### src/gpm_regs.vh
// Purpose : Offsets, field positions and reset values for the GPIO/pin-mux block
// Assumes : Controller data space addressed with 16-bit addresses
// Notes   : Definitions only
`ifndef GPM_REGS_VH
`define GPM_REGS_VH
// =============================================
// Register offsets
`define GPM_DIR_A      16'h7f18
`define GPM_OUT_A      16'h7f19
`define GPM_IN_A       16'h7f1a
`define GPM_DIR_B      16'h7f1b
`define GPM_OUT_B      16'h7f1c
`define GPM_IN_B       16'h7f1d
`define GPM_DIR_C      16'h7f1e
`define GPM_OUT_C      16'h7f1f
`define GPM_IN_C       16'h7f20
`define GPM_OUTONLY_LO 16'h7f22
`define GPM_OUTONLY_HI 16'h7f23
`define GPM_INONLY     16'h7f24
`define GPM_FSEL1      16'h7f3d
// =============================================
// Reset values
`define GPM_RST_DIR    8'h00
`define GPM_RST_OUT    8'h00
`define GPM_RST_OLO    8'hff
`define GPM_RST_OHI    8'h0f
`define GPM_RST_FSEL   8'h00
// =============================================
// Field positions in the function select register
`define GPM_IRQ_ROUTE  0
`define GPM_PS2_SEL    1
`define GPM_IR_SRC     2
`define GPM_UTX_SEL    3
`define GPM_PWM_SEL    4
`define GPM_FLOPPY_SEL 5
`define GPM_A20_SEL    6
`define GPM_IRUART_SEL 7
// Implemented widths of banks
`define GPM_C_BITS     6
`define GPM_OHI_BITS   4
`endif

### src/gpm_bank.v
// Purpose : One bidirectional GPIO bank: direction and output storage
// Assumes : Write strobes come from the parent decoder on CLK_SYS
// Notes   : Only the low W bits exist; higher bits read zero
`timescale 1ns/1ps
`include "gpm_regs.vh"
module gpm_bank #(
    parameter W = 8
) (
    // Clock and reset
    input  wire         clk,
    input  wire         srst,
    // Register writes
    input  wire         wr_dir,
    input  wire         wr_out,
    input  wire [7:0]   wdata,
    // Stored state
    output reg  [W-1:0] dir,
    output reg  [W-1:0] out_val
);
    // Reset patterns at full byte width, cut to the bank width below
    wire [7:0] rst_dir = `GPM_RST_DIR;  // Direction reset pattern
    wire [7:0] rst_out = `GPM_RST_OUT;  // Output reset pattern
    // =============================================
    // Direction and output registers
    always @(posedge clk) begin
        if (srst) begin
            dir     <= rst_dir[W-1:0];
            out_val <= rst_out[W-1:0];
        end else begin
            if (wr_dir) begin
                dir <= wdata[W-1:0];
            end
            if (wr_out) begin
                out_val <= wdata[W-1:0];
            end
        end
    end
endmodule

### src/gpm_sync.v
// Purpose : Three-stage synchroniser for a bus of pin inputs
// Assumes : Inputs asynchronous to CLK_SYS
// Notes   : Output changes only when stages two and three agree
`timescale 1ns/1ps
module gpm_sync #(
    parameter W = 8
) (
    // Clock and reset
    input  wire         clk,
    input  wire         srst,
    // Data
    input  wire [W-1:0] d,
    output reg  [W-1:0] q
);
    reg [W-1:0] s1;  // First stage, read only by s2
    reg [W-1:0] s2;  // Second stage
    reg [W-1:0] s3;  // Third stage
    integer i;
    // =============================================
    // Stages and agreement filter
    always @(posedge clk) begin
        if (srst) begin
            s1 <= {W{1'b0}};
            s2 <= {W{1'b0}};
            s3 <= {W{1'b0}};
            q  <= {W{1'b0}};
        end else begin
            s1 <= d;
            s2 <= s1;
            s3 <= s2;
            // Only update bits where two and three agree
            for (i = 0; i < W; i = i + 1) begin
                if (s2[i] == s3[i]) begin
                    q[i] <= s3[i];
                end
            end
        end
    end
endmodule

### src/gpm_top.v
// Purpose : GPIO banks A-C, output-only and input-only banks, pin function select
// Assumes : Controller bus: 16-bit address, 8-bit data, one-cycle write and read strobes
// Notes   : Pins are split into input, output and output-enable signals
//           Pin reads pass a three-stage filter, so a pin change shows
//           in the input registers only three to four clocks later
//           Read data is captured on the read strobe and then holds
//           Alternate functions take their pins one cycle after the select write
// Notes on behaviour
// - Direction bit one drives, zero inputs; reset zero
// - Output bit drives pin when output; reset zero
// - Input register reads live pin level; here it reads the three-stage filtered level, three to four clocks late
// - Bank B holds pins eight to fifteen
// - Bank C pins 16-21; bits 6-7 zero
// - Function select bits reset zero, general purpose
// - Non keyboard function disconnects port, pulls high
// - Deselected keyboard port inputs seen high
// - Disabled keyboard channels receive high inputs
// - Infrared pins from block or data bits
// - Pins eight, nine become infrared UART
`timescale 1ns/1ps
`include "gpm_regs.vh"
module gpm_top (
    // Clock and reset
    input  wire        CLK_SYS,
    input  wire        SRST,
    // Controller register port
    input  wire [15:0] ADDR,
    input  wire        WR,
    input  wire        RD,
    input  wire [7:0]  WDATA,
    output reg  [7:0]  RDATA,
    // Bidirectional GPIO pins 0..21
    input  wire [21:0] GPIO_I,
    output reg  [21:0] GPIO_O,
    output reg  [21:0] GPIO_OE,
    // Output-only pins 0..11
    output reg  [11:0] OUT_PIN,
    // Input-only pins 0..7
    input  wire [7:0]  IN_PIN,
    // Interrupt sources routed to shared pins
    input  wire [4:0]  IRQ_SRC,
    input  wire        SYSTEM_MGMT_INTERRUPT_N,
    input  wire        SERIAL_IRQ_O,
    input  wire        SERIAL_IRQ_OE,
    input  wire        IRQ3_SRC,
    output reg         SERIAL_IRQ_LINE_O,
    output reg         SERIAL_IRQ_LINE_OE,
    output wire        SERIAL_IRQ_I,
    // Pulse modulators, floppy, address gate
    input  wire        PULSE_MOD_OUT_PIN_0,
    input  wire        PULSE_MOD_OUT1,
    input  wire        FLOPPY_DRIVE_SELECT1_N,
    input  wire        FLOPPY_MOTOR1_N,
    input  wire        ADDRESS_LINE20_GATE,
    // Keyboard port function (open drain on pins 20, 21)
    input  wire        KBD_PORT_CLOCK_OE,
    input  wire        KBD_PORT_DATA_OE,
    output wire        KBD_PORT_CLOCK_I,
    output wire        KBD_PORT_DATA_I,
    input  wire [3:0]  KBD_CHANNEL_EN,
    input  wire [3:0]  KBD_CHANNEL_CLK,
    input  wire [3:0]  KBD_CHANNEL_DAT,
    output wire [3:0]  KBD_CHANNEL_CLK_I,
    output wire [3:0]  KBD_CHANNEL_DAT_I,
    // Controller UART
    input  wire        CTRL_UART_TX,
    output wire        CTRL_UART_RX,
    // Infrared block and data register bits
    input  wire        IR_BLOCK_TX,
    output wire        IR_BLOCK_RX,
    input  wire        IR_DATA_TX,
    output wire        IR_DATA_RX,
    output reg         INFRARED_TX_PIN,
    input  wire        INFRARED_RX_PIN,
    input  wire        IR_UART_TX,
    output wire        IR_UART_RX,
    // Select bits for other logic
    output wire [7:0]  FSEL
);
    // =============================================
    // Decode helpers
    // Address compare used by every register write decode
    // Full 16-bit compare, so no register shows up at an alias
    function hit;
        input [15:0] a;
        input [15:0] target;
        begin
            hit = (a == target);
        end
    endfunction

    // =============================================
    // Stored state and filtered pin levels
    wire [7:0] dir_a;   // Bank A direction
    wire [7:0] out_a;   // Bank A output
    wire [7:0] dir_b;   // Bank B direction
    wire [7:0] out_b;   // Bank B output
    wire [5:0] dir_c;   // Bank C direction
    wire [5:0] out_c;   // Bank C output
    reg  [7:0] out_lo;  // Output-only bank low
    reg  [3:0] out_hi;  // Output-only bank high
    reg  [7:0] fsel;    // Pin function select
    wire [21:0] gpio_s; // Synchronised pins
    wire [7:0]  in_s;   // Synchronised input-only pins
    wire        infrared_rx_pin_s; // Synchronised infrared receive
    reg  [7:0]  next_rdata;
    wire [7:0]  rst_ohi = `GPM_RST_OHI;  // High output bank reset, cut to width below

    // Select bits are exported so neighbouring blocks follow the pin plan
    assign FSEL = fsel;

    // =============================================
    // Bidirectional banks
    // Each bank gets its two write strobes, decoded here from the address
    // bank B on pins 8-15
    gpm_bank #(.W(8)) u_bank_a (
        .clk     (CLK_SYS),
        .srst    (SRST),
        .wr_dir  (WR && hit(ADDR, `GPM_DIR_A)),
        .wr_out  (WR && hit(ADDR, `GPM_OUT_A)),
        .wdata   (WDATA),
        .dir     (dir_a),
        .out_val (out_a)
    );
    gpm_bank #(.W(8)) u_bank_b (
        .clk     (CLK_SYS),
        .srst    (SRST),
        .wr_dir  (WR && hit(ADDR, `GPM_DIR_B)),
        .wr_out  (WR && hit(ADDR, `GPM_OUT_B)),
        .wdata   (WDATA),
        .dir     (dir_b),
        .out_val (out_b)
    );
    gpm_bank #(.W(`GPM_C_BITS)) u_bank_c (
        .clk     (CLK_SYS),
        .srst    (SRST),
        .wr_dir  (WR && hit(ADDR, `GPM_DIR_C)),
        .wr_out  (WR && hit(ADDR, `GPM_OUT_C)),
        .wdata   (WDATA),
        .dir     (dir_c),
        .out_val (out_c)
    );

    // =============================================
    // Pin input synchronisers
    // One filter for every asynchronous input; the order of the
    // concatenation must match on the input and output sides
    gpm_sync #(.W(31)) u_sync (
        .clk  (CLK_SYS),
        .srst (SRST),
        .d    ({INFRARED_RX_PIN, IN_PIN, GPIO_I}),
        .q    ({infrared_rx_pin_s, in_s, gpio_s})
    );

    // =============================================
    // Output-only banks and function select
    // The output-only pins come up high, so loads on them see an
    // inactive level until firmware writes its first value
    always @(posedge CLK_SYS) begin
        if (SRST) begin
            out_lo <= `GPM_RST_OLO;
            out_hi <= rst_ohi[`GPM_OHI_BITS-1:0];
            fsel   <= `GPM_RST_FSEL;
        end else if (WR) begin
            // Unmapped writes fall through and change nothing
            // output-only bank writes
            if (hit(ADDR, `GPM_OUTONLY_LO)) begin
                out_lo <= WDATA;
            end
            if (hit(ADDR, `GPM_OUTONLY_HI)) begin
                out_hi <= WDATA[`GPM_OHI_BITS-1:0];
            end
            // A new select takes effect on the pins in the next cycle
            // firmware selects functions
            if (hit(ADDR, `GPM_FSEL1)) begin
                fsel <= WDATA;
            end
        end
    end

    // =============================================
    // Read mux, registered; unmapped reads zero
    // Decode is combinational; only the captured byte is a flop,
    // which keeps RDATA steady between reads
    always @* begin
        next_rdata = 8'h00;
        case (ADDR)
            `GPM_DIR_A:      next_rdata = dir_a;
            `GPM_OUT_A:      next_rdata = out_a;
            `GPM_IN_A:       next_rdata = gpio_s[7:0];
            `GPM_DIR_B:      next_rdata = dir_b;
            `GPM_OUT_B:      next_rdata = out_b;
            `GPM_IN_B:       next_rdata = gpio_s[15:8];
            `GPM_DIR_C:      next_rdata = {2'b00, dir_c};
            `GPM_OUT_C:      next_rdata = {2'b00, out_c};
            `GPM_IN_C:       next_rdata = {2'b00, gpio_s[21:16]};
            `GPM_OUTONLY_LO: next_rdata = out_lo;
            `GPM_OUTONLY_HI: next_rdata = {4'h0, out_hi};
            `GPM_INONLY:     next_rdata = in_s;
            `GPM_FSEL1:      next_rdata = fsel;
            default:         next_rdata = 8'h00;
        endcase
    end

    // Capture the selected byte on the read strobe only
    // A write in the same cycle is not seen until the next read
    always @(posedge CLK_SYS) begin
        if (SRST) begin
            RDATA <= 8'h00;
        end else if (RD) begin
            RDATA <= next_rdata;
        end
    end

    // =============================================
    // Pin function decode
    // One wire per select bit; the keyboard port and transmit selects share pin 21
    wire irq_sel  = fsel[`GPM_IRQ_ROUTE];
    wire ps2_sel  = fsel[`GPM_PS2_SEL];
    wire ir_src   = fsel[`GPM_IR_SRC];
    wire utx_sel  = fsel[`GPM_UTX_SEL];
    wire pwm_sel  = fsel[`GPM_PWM_SEL];
    wire fdd_sel  = fsel[`GPM_FLOPPY_SEL];
    wire a20_sel  = fsel[`GPM_A20_SEL];
    wire iru_sel  = fsel[`GPM_IRUART_SEL];

    // Output-only pins with their alternate sources
    // Pins 8 and 9 keep their register bits in every mode
    always @* begin
        OUT_PIN = {out_hi, out_lo};
        if (irq_sel) begin
            OUT_PIN[4:0] = IRQ_SRC;
            OUT_PIN[7]   = SYSTEM_MGMT_INTERRUPT_N;
        end
        if (fdd_sel) begin
            OUT_PIN[5] = FLOPPY_DRIVE_SELECT1_N;
            OUT_PIN[6] = FLOPPY_MOTOR1_N;
        end
        if (pwm_sel) begin
            OUT_PIN[10] = PULSE_MOD_OUT_PIN_0;
            OUT_PIN[11] = PULSE_MOD_OUT1;
        end
    end

    // Serial IRQ pin or direct IRQ
    always @* begin
        if (irq_sel) begin
            SERIAL_IRQ_LINE_O  = IRQ3_SRC;
            SERIAL_IRQ_LINE_OE = 1'b1;
        end else begin
            SERIAL_IRQ_LINE_O  = SERIAL_IRQ_O;
            SERIAL_IRQ_LINE_OE = SERIAL_IRQ_OE;
        end
    end
    // Limitation: the serial IRQ pin has no input path here, so the
    // received level is tied to its inactive high
    assign SERIAL_IRQ_I = 1'b1;

    // Bidirectional pin drive
    // Alternate functions override the register view pin by pin;
    // the keyboard port wins over the transmit select on pin 21
    always @* begin
        GPIO_O  = {out_c, out_b, out_a};
        GPIO_OE = {dir_c, dir_b, dir_a};
        if (iru_sel) begin
            // Pin 8 released so the infrared receiver can listen
            GPIO_O[9]  = IR_UART_TX;
            GPIO_OE[9] = 1'b1;
            GPIO_OE[8] = 1'b0;
        end
        if (a20_sel) begin
            GPIO_O[17]  = ADDRESS_LINE20_GATE;
            GPIO_OE[17] = 1'b1;
        end
        if (ps2_sel) begin
            GPIO_O[20]  = 1'b0;
            GPIO_OE[20] = KBD_PORT_CLOCK_OE;
            GPIO_O[21]  = 1'b0;
            GPIO_OE[21] = KBD_PORT_DATA_OE;
        end else if (utx_sel) begin
            // Direction bit stays in charge; firmware must set it first
            // direction bit gates transmit
            GPIO_O[21]  = CTRL_UART_TX;
        end
    end

    // =============================================
    // Keyboard port inputs
    // A disconnected path reads high so the keyboard logic sees an
    // idle bus instead of whatever the pins happen to carry
    // disconnected path pulled high
    assign KBD_PORT_CLOCK_I = ps2_sel ? gpio_s[20] : 1'b1;
    assign KBD_PORT_DATA_I  = ps2_sel ? gpio_s[21] : 1'b1;

    // Channels share receive paths, so an idle one must never pull
    // a shared line low
    // disabled channels see high
    genvar g;
    generate
        for (g = 0; g < 4; g = g + 1) begin : g_chan
            assign KBD_CHANNEL_CLK_I[g] = KBD_CHANNEL_EN[g] ? KBD_CHANNEL_CLK[g] : 1'b1;
            assign KBD_CHANNEL_DAT_I[g] = KBD_CHANNEL_EN[g] ? KBD_CHANNEL_DAT[g] : 1'b1;
        end
    endgenerate

    assign CTRL_UART_RX = ps2_sel ? 1'b1 : gpio_s[20];

    assign IR_UART_RX = iru_sel ? gpio_s[8] : 1'b1;

    // =============================================
    // Infrared pin source
    // The unselected receiver reads idle high so it never sees
    // stray frames meant for the other source
    always @* begin
        INFRARED_TX_PIN = ir_src ? IR_DATA_TX : IR_BLOCK_TX;
    end
    assign IR_BLOCK_RX = ir_src ? 1'b1 : infrared_rx_pin_s;
    assign IR_DATA_RX  = ir_src ? infrared_rx_pin_s : 1'b1;
endmodule

### config.mk
export PLATFORM = sky130hd
export DESIGN_NAME = gpm_top
export DESIGN_NICKNAME = d
export VERILOG_FILES = /design/src/gpm_bank.v /design/src/gpm_sync.v /design/src/gpm_top.v
export VERILOG_INCLUDE_DIRS = /design/src
export SDC_FILE = /design/constraint.sdc
export NUM_CORES = 1
export LEC_CHECK = 0
export BUFFER_PORTS_ARGS = -buffer_cell sky130_fd_sc_hd__buf_4
export CORE_UTILIZATION = 35
export CTS_BUF_LIST = sky130_fd_sc_hd__clkbuf_4 sky130_fd_sc_hd__clkbuf_8
export DETAILED_ROUTE_END_ITERATION = 8
export PLACE_DENSITY = 0.62
export SYNTH_ARGS = -nofsm -noshare
export SYNTH_HDL_FRONTEND = slang
export SYNTH_HIERARCHICAL = 1
export SYNTH_SLANG_ARGS = --single-unit
### constraint.sdc
create_clock -name CLK_SYS -period 5.1 [get_ports CLK_SYS]
set_input_delay 0.51 -clock CLK_SYS [delete_from_list [all_inputs] [get_ports CLK_SYS]]
set_output_delay 0.51 -clock CLK_SYS [all_outputs]
set_load 0.02 [all_outputs]
After elaboration in Yosys (flattened, before gate mapping)
Index checks and enable logic that the tools add are counted.
{"block": "classes", "eq_ne": 44, "muxes": 30, "n_reduce_logical": 9}
{"cell": "equality test 16 x 15 -> 1 bit (second input constant)", "n": 13}
{"cell": "case mux 8 bit (13 select lines)", "n": 1}
{"cell": "equality test 1 bit", "n": 31}
{"cell": "two-way mux 1 bit", "n": 24}
{"cell": "two-way mux 2 bit", "n": 4}
{"cell": "logical AND 1 bit", "n": 6}
{"cell": "AND reduction 2 bit", "n": 3}
{"cell": "two-way mux 5 bit", "n": 1}
{"block": "word_totals", "register_bits": 196, "input_bits": 91, "output_inout_bits": 90, "wordCells": 127}

Logic depth before layout (Yosys ltp)
{"block": "logic_depth", "ltp_word": 2, "depth_mapped": 9, "ltp_nobuf": 6}

Modules after synthesis
The synthesis kept the hierarchy.
{"mod": "gpm_sync", "instances": 1, "cells_per_inst": 323, "area_each_um2": 3573.4, "seq_area_each_um2": 2482.4}
{"mod": "gpm_top", "instances": 1, "cells_per_inst": 297, "area_each_um2": 2389.8, "seq_area_each_um2": 560.5}
{"mod": "gpm_bank at u_bank_a ...", "instances": 2, "cells_per_inst": 52, "area_each_um2": 579.3, "seq_area_each_um2": 320.3}
{"mod": "gpm_bank at u_bank_c", "instances": 1, "cells_per_inst": 39, "area_each_um2": 432.9, "seq_area_each_um2": 240.2}

Least setup slack after synthesis
Ideal clock, no wire load.
{"block": "synth_timing", "kind": "input port to flip-flop", "start": "input ADDR[2]", "end": "register out_lo[4]", "setup_ns": 0.120, "arrival_time_ns": 2.152, "path_slack_ns": 2.828, "cell_stages": 8, "n_path_buf": 3, "cell_sequence": "buf_2 or4b_4 buf_6 nor4_4 and2_1 buf_6 nor2_2 a211o_1"}
{"block": "synth_via", "elab_chain_len": 2}
{"element": "from (decl)", "line": "gpm_top.v:27", "source": "input wire [15:0] ADDR,"}
{"element": "equality test 16 x 15 -> 1 bit", "line": "gpm_top.v:88", "source": "hit = (a == target);"}
{"element": "AND reduction 2 bit (no source line)"}
{"element": "to (signal assigned)", "line": "gpm_top.v:161", "source": "out_lo <= `GPM_RST_OLO;"}
{"element": "to (decl)", "line": "gpm_top.v:100", "source": "reg [7:0] out_lo;"}
No other way between the ends.
A chain may end at the register's enable or synchronous reset.

Worst setup path in the final report
{"block": "layout_timing", "start": "input ADDR[15]", "end": "register u_bank_a.dir[0]"}
{"block": "layout_via", "elab_chain_len": 2}
{"element": "equality test 16 x 15 -> 1 bit", "line": "gpm_top.v:88"}
{"element": "logical AND 1 bit", "line": "gpm_top.v:119", "source": ".wr_dir (WR && hit(ADDR, `GPM_DIR_A)),"}
{"element": "to (signal assigned)", "line": "gpm_bank.v:27", "source": "dir <= rst_dir[W-1:0];"}
{"element": "to (signal assigned)", "line": "gpm_bank.v:31", "source": "dir <= wdata[W-1:0];"}
{"element": "to (decl)", "line": "gpm_bank.v:17", "source": "output reg [W-1:0] dir,"}
No other way between the ends.

==> key figures <==
Outcome
  – Status: completed

Synth
  – Syn Area/Cell: 9.90 µm²
  – Register bit total from synthesis: between 150 and 200
  – Combinational family with the most area after synthesis: simple AND/OR/NAND/NOR gates
  – Post-Syn Area: ~7600 µm²
  – Post-Synthesis Cells: 763
  – Yosys Warn Count: 6
  – Main flop type after synthesis: dfxtp_1
  – Complex-gate fraction of the synthesized area: 0.117
  – Post-synthesis simple-gate area fraction: 0.238
  – Synth async-reset ratio: 0
  – Count of flip-flops with a built-in enable after synthesis: 0
  – Post-Synth Adder-Cell Area: 0
  – Seq/Total Area, Yosys: 0.519
  – Synth Area in XOR/XNOR: 0
  – Proportion of synthesized area in mux cells: 0.0831
  – Syn_nets: around 850
  – Netlist cell types: 53

Clocking
  – Num Clock Sinks: just under 200
  – CTS tree: built
  – Post-CTS setup buffer count: 0
  – Hold Buf Count CTS: 0
  – CTS max path bufs: 2
  – Post-CTS sizing: 0
  – Worst-Skew Late Latency: around 0.46 ns
  – Total CTS buffers: 17
  – CTS Root Buffer Type: clkbuf_8
  – # H-tree levels: 4
  – Worst-path clk slew: roughly 0.1 ns

Power and ir drop
  – Pwr Density: between 200 and 300 nW/µm²
  – Leak: about 3.6 nW
  – Maximum VDD drop: 0.000162 V

Placed design
  – GP Congestion: slightly below 0.9
  – HPWL Detailed: 14.9 mm
  – Dpl ws: approximately 1.9 ns
  – Dpl cells: roughly 1.2k
  – PortBufs: roughly 180

Setup path
  – Crit path arrival time: 3.13 ns
  – Max stage delay cell, worst path: nor2_1
  – Worst path top cell family by delay: simple AND/OR/NAND/NOR gates
  – Critical Path RT: 5.42 ns
  – Cell Chain, Critical Path: buf_4 > nand4b_2 > nor3_1 > nand2_1 > nor2_1 > mux2i_1 > nor2_1
  – Most common cell on crit path: nor2_1
  – Crit path buffers/inverters: 1
  – Crit path kind: in -> reg
  – Worst setup EP type: register
  – Critical path's largest stage delay: 0.80 ns
  – Worst-path fanout max: 16
  – Critical Path Source Type: input port

Timing
  – Setup TNS: 0 ns
  – Fmax: 356 MHz
  – Unrepaired setup endpoints after global routing: no
  – Period minus WS final: 2.81 ns
  – Relative slew slack: 0.122
  – Crit share post-route: 0.552
  – Worst-Margin Slew: between 1 and 1.5 ns
  – Final-report setup violation count: 0
  – Worst clock skew: ~0.016 ns
  – Worst Slack Setup Final: roughly 2.3 ns
  – Number of hold violations in the final report: 0
  – Fin. max-slew vios: 0

Layout
  – Share of layout cells above drive strength 1: 0.271
  – Commonest non-fill, non-tap cell in the layout: dfxtp_1
  – Layout Cells excl Fill: roughly 1.2k
  – Diodes inserted: 0
  – Area grow syn2layout: 24.3%
  – Most frequent cells in the layout: dfxtp_1 (196), buf_4 (184), nor2b_1 (98)
  – Nets: between 1k and 1.5k

Detailed routing
  – Drt total wl: just over 20 mm
  – TritonRoute pass-1 iters: 5
  – ANT nets after route: 0
  – Via count: 6156
  – Initial DRC count: roughly 550
  – Via-per-instance ratio: between 5 and 6
  – Remaining DRCs: 0
  – DR WL/cell: 17.0 µm

Global route
  – Largest net degree at the start of global routing: 120
  – Global-route wire length before repair: 31.3 mm
  – Gr usage total: 0.187
  – Initial antenna violation count: 0
  – Gr ovfl total: 0
  – Vias in the first global route: roughly 5.6k

Floorplanning
  – Die Span Y: ~150 µm
  – Core region area: 21100 µm²
  – Die X: ~150 µm
  – # rows: 53
  – IO Count: between 150 and 200
  – DIE AREA: between 20000 and 25000 µm²
  – Initial Util: 0.358

Worst hold path
  – Min-delay worst type: in -> reg

Run
  – Max-cap viol count: 0
worst paths after layout:
| check | start | to | slack, ns | cells past startpoint |
|---|---|---|---|---|
| setup / recovery | ADDR[15] | u_bank_a/dir[0] | 2.29 | 7 |
| hold / removal | GPIO_I[21] | u_sync/s1[21] | 0.25 | 2 |
| setup reg to reg | FSEL[0] | RDATA[0] | 3.55 | 4 |
| hold reg to reg | u_sync/s1[22] | u_sync/s2[22] | 0.44 | 1 |
cells in the mapped netlist (all sizes together) (2+ instances only):
cell	number	share of area
o22ai	4	0.0033
or2	6	0.0050
a211o	5	0.0058
a21oi	46	0.030
nor4	13	0.018
buf	35	0.036
nor2b	98	0.081
a31oi	2	0.0017
mux2i	47	0.062
a32o	2	0.0026
nor3	7	0.0053
nand3b	8	0.0079
o21ai	33	0.022
dfxtp	196	0.52
inv	3	0.0015
mux2	14	0.021
a22oi	13	0.013
and3	10	0.0083
a221oi	8	0.012
nand4bb	4	0.0060
nand2	71	0.035
nand2b	17	0.014
nand4	3	0.0025
a22o	6	0.0070
and2	4	0.0033
a222oi	7	0.0093
clkbuf	10	0.0053
nor2	61	0.031
a32oi	2	0.0023
nand4b	4	0.0055
nand3	12	0.0079
cell type report:
type / instances / area [µm²]
multi-input cells: 519 / 3310
flip-flops and latches: 196 / 3920
inverters: 3 / 11.3
well taps: 275 / 344
clock inverters: 10 / 123
repair buffers: 185 / 1390
fillers: 2073 / 11700
clock buffers: 22 / 284
metrics by stage:
stage / instance area, µm² / total power, W / utilization / hold WS [ns]
CTS: 9390 / 0.00277 / 0.445 / 0.225
floorplan: 7550 / 0.00168 / - / 0.414
finish: 9390 / 0.00274 / 0.445 / 0.255
global route: 9390 / 0.00284 / 0.445 / 0.236
global placement: 8980 / 0.00176 / 0.426 / 0.419
detailed placement: 8980 / 0.00176 / 0.426 / 0.424
cell families after synthesis:
| group | after synthesis |
|---|---|
| AO/OA/AOI/OAI | 134 |
| buffers and inverters | 48 |
| flip-flops | 196 |
| multiplexers | 61 |
| other | 1 |
| AND/OR/NAND/NOR | 323 |
power by group:
group | leakage, nW | switching, W | internal, W
sequential | 1.60 | 0.0000107 | 0.00156
clock | 0.200 | 0.000538 | 0.000482
combinational | 1.76 | 0.0000745 | 0.0000763
per-layer routing:
metal | track usage | wire (µm) | up-vias
met5 | 0 | 0 | -
met4 | 0.0556 | 331 | 0
met3 | 0.0456 | 1490 | 23
met2 | 0.308 | 9610 | 245
met1 | 0.240 | 9170 | 2925
li1 | - | - | 2963
sequential cells by signal, indices dropped and copies added (netlist names):
signal	count
u_sync/q	31
u_sync/s1	31
u_sync/s2	31
u_sync/s3	31
FSEL	8
RDATA	8
out_lo	8
u_bank_a/dir	8
u_bank_a/out_val	8
u_bank_b/dir	8
u_bank_b/out_val	8
u_bank_c/dir	6
u_bank_c/out_val	6
out_hi	4
(Power assumes the default switching activity.)
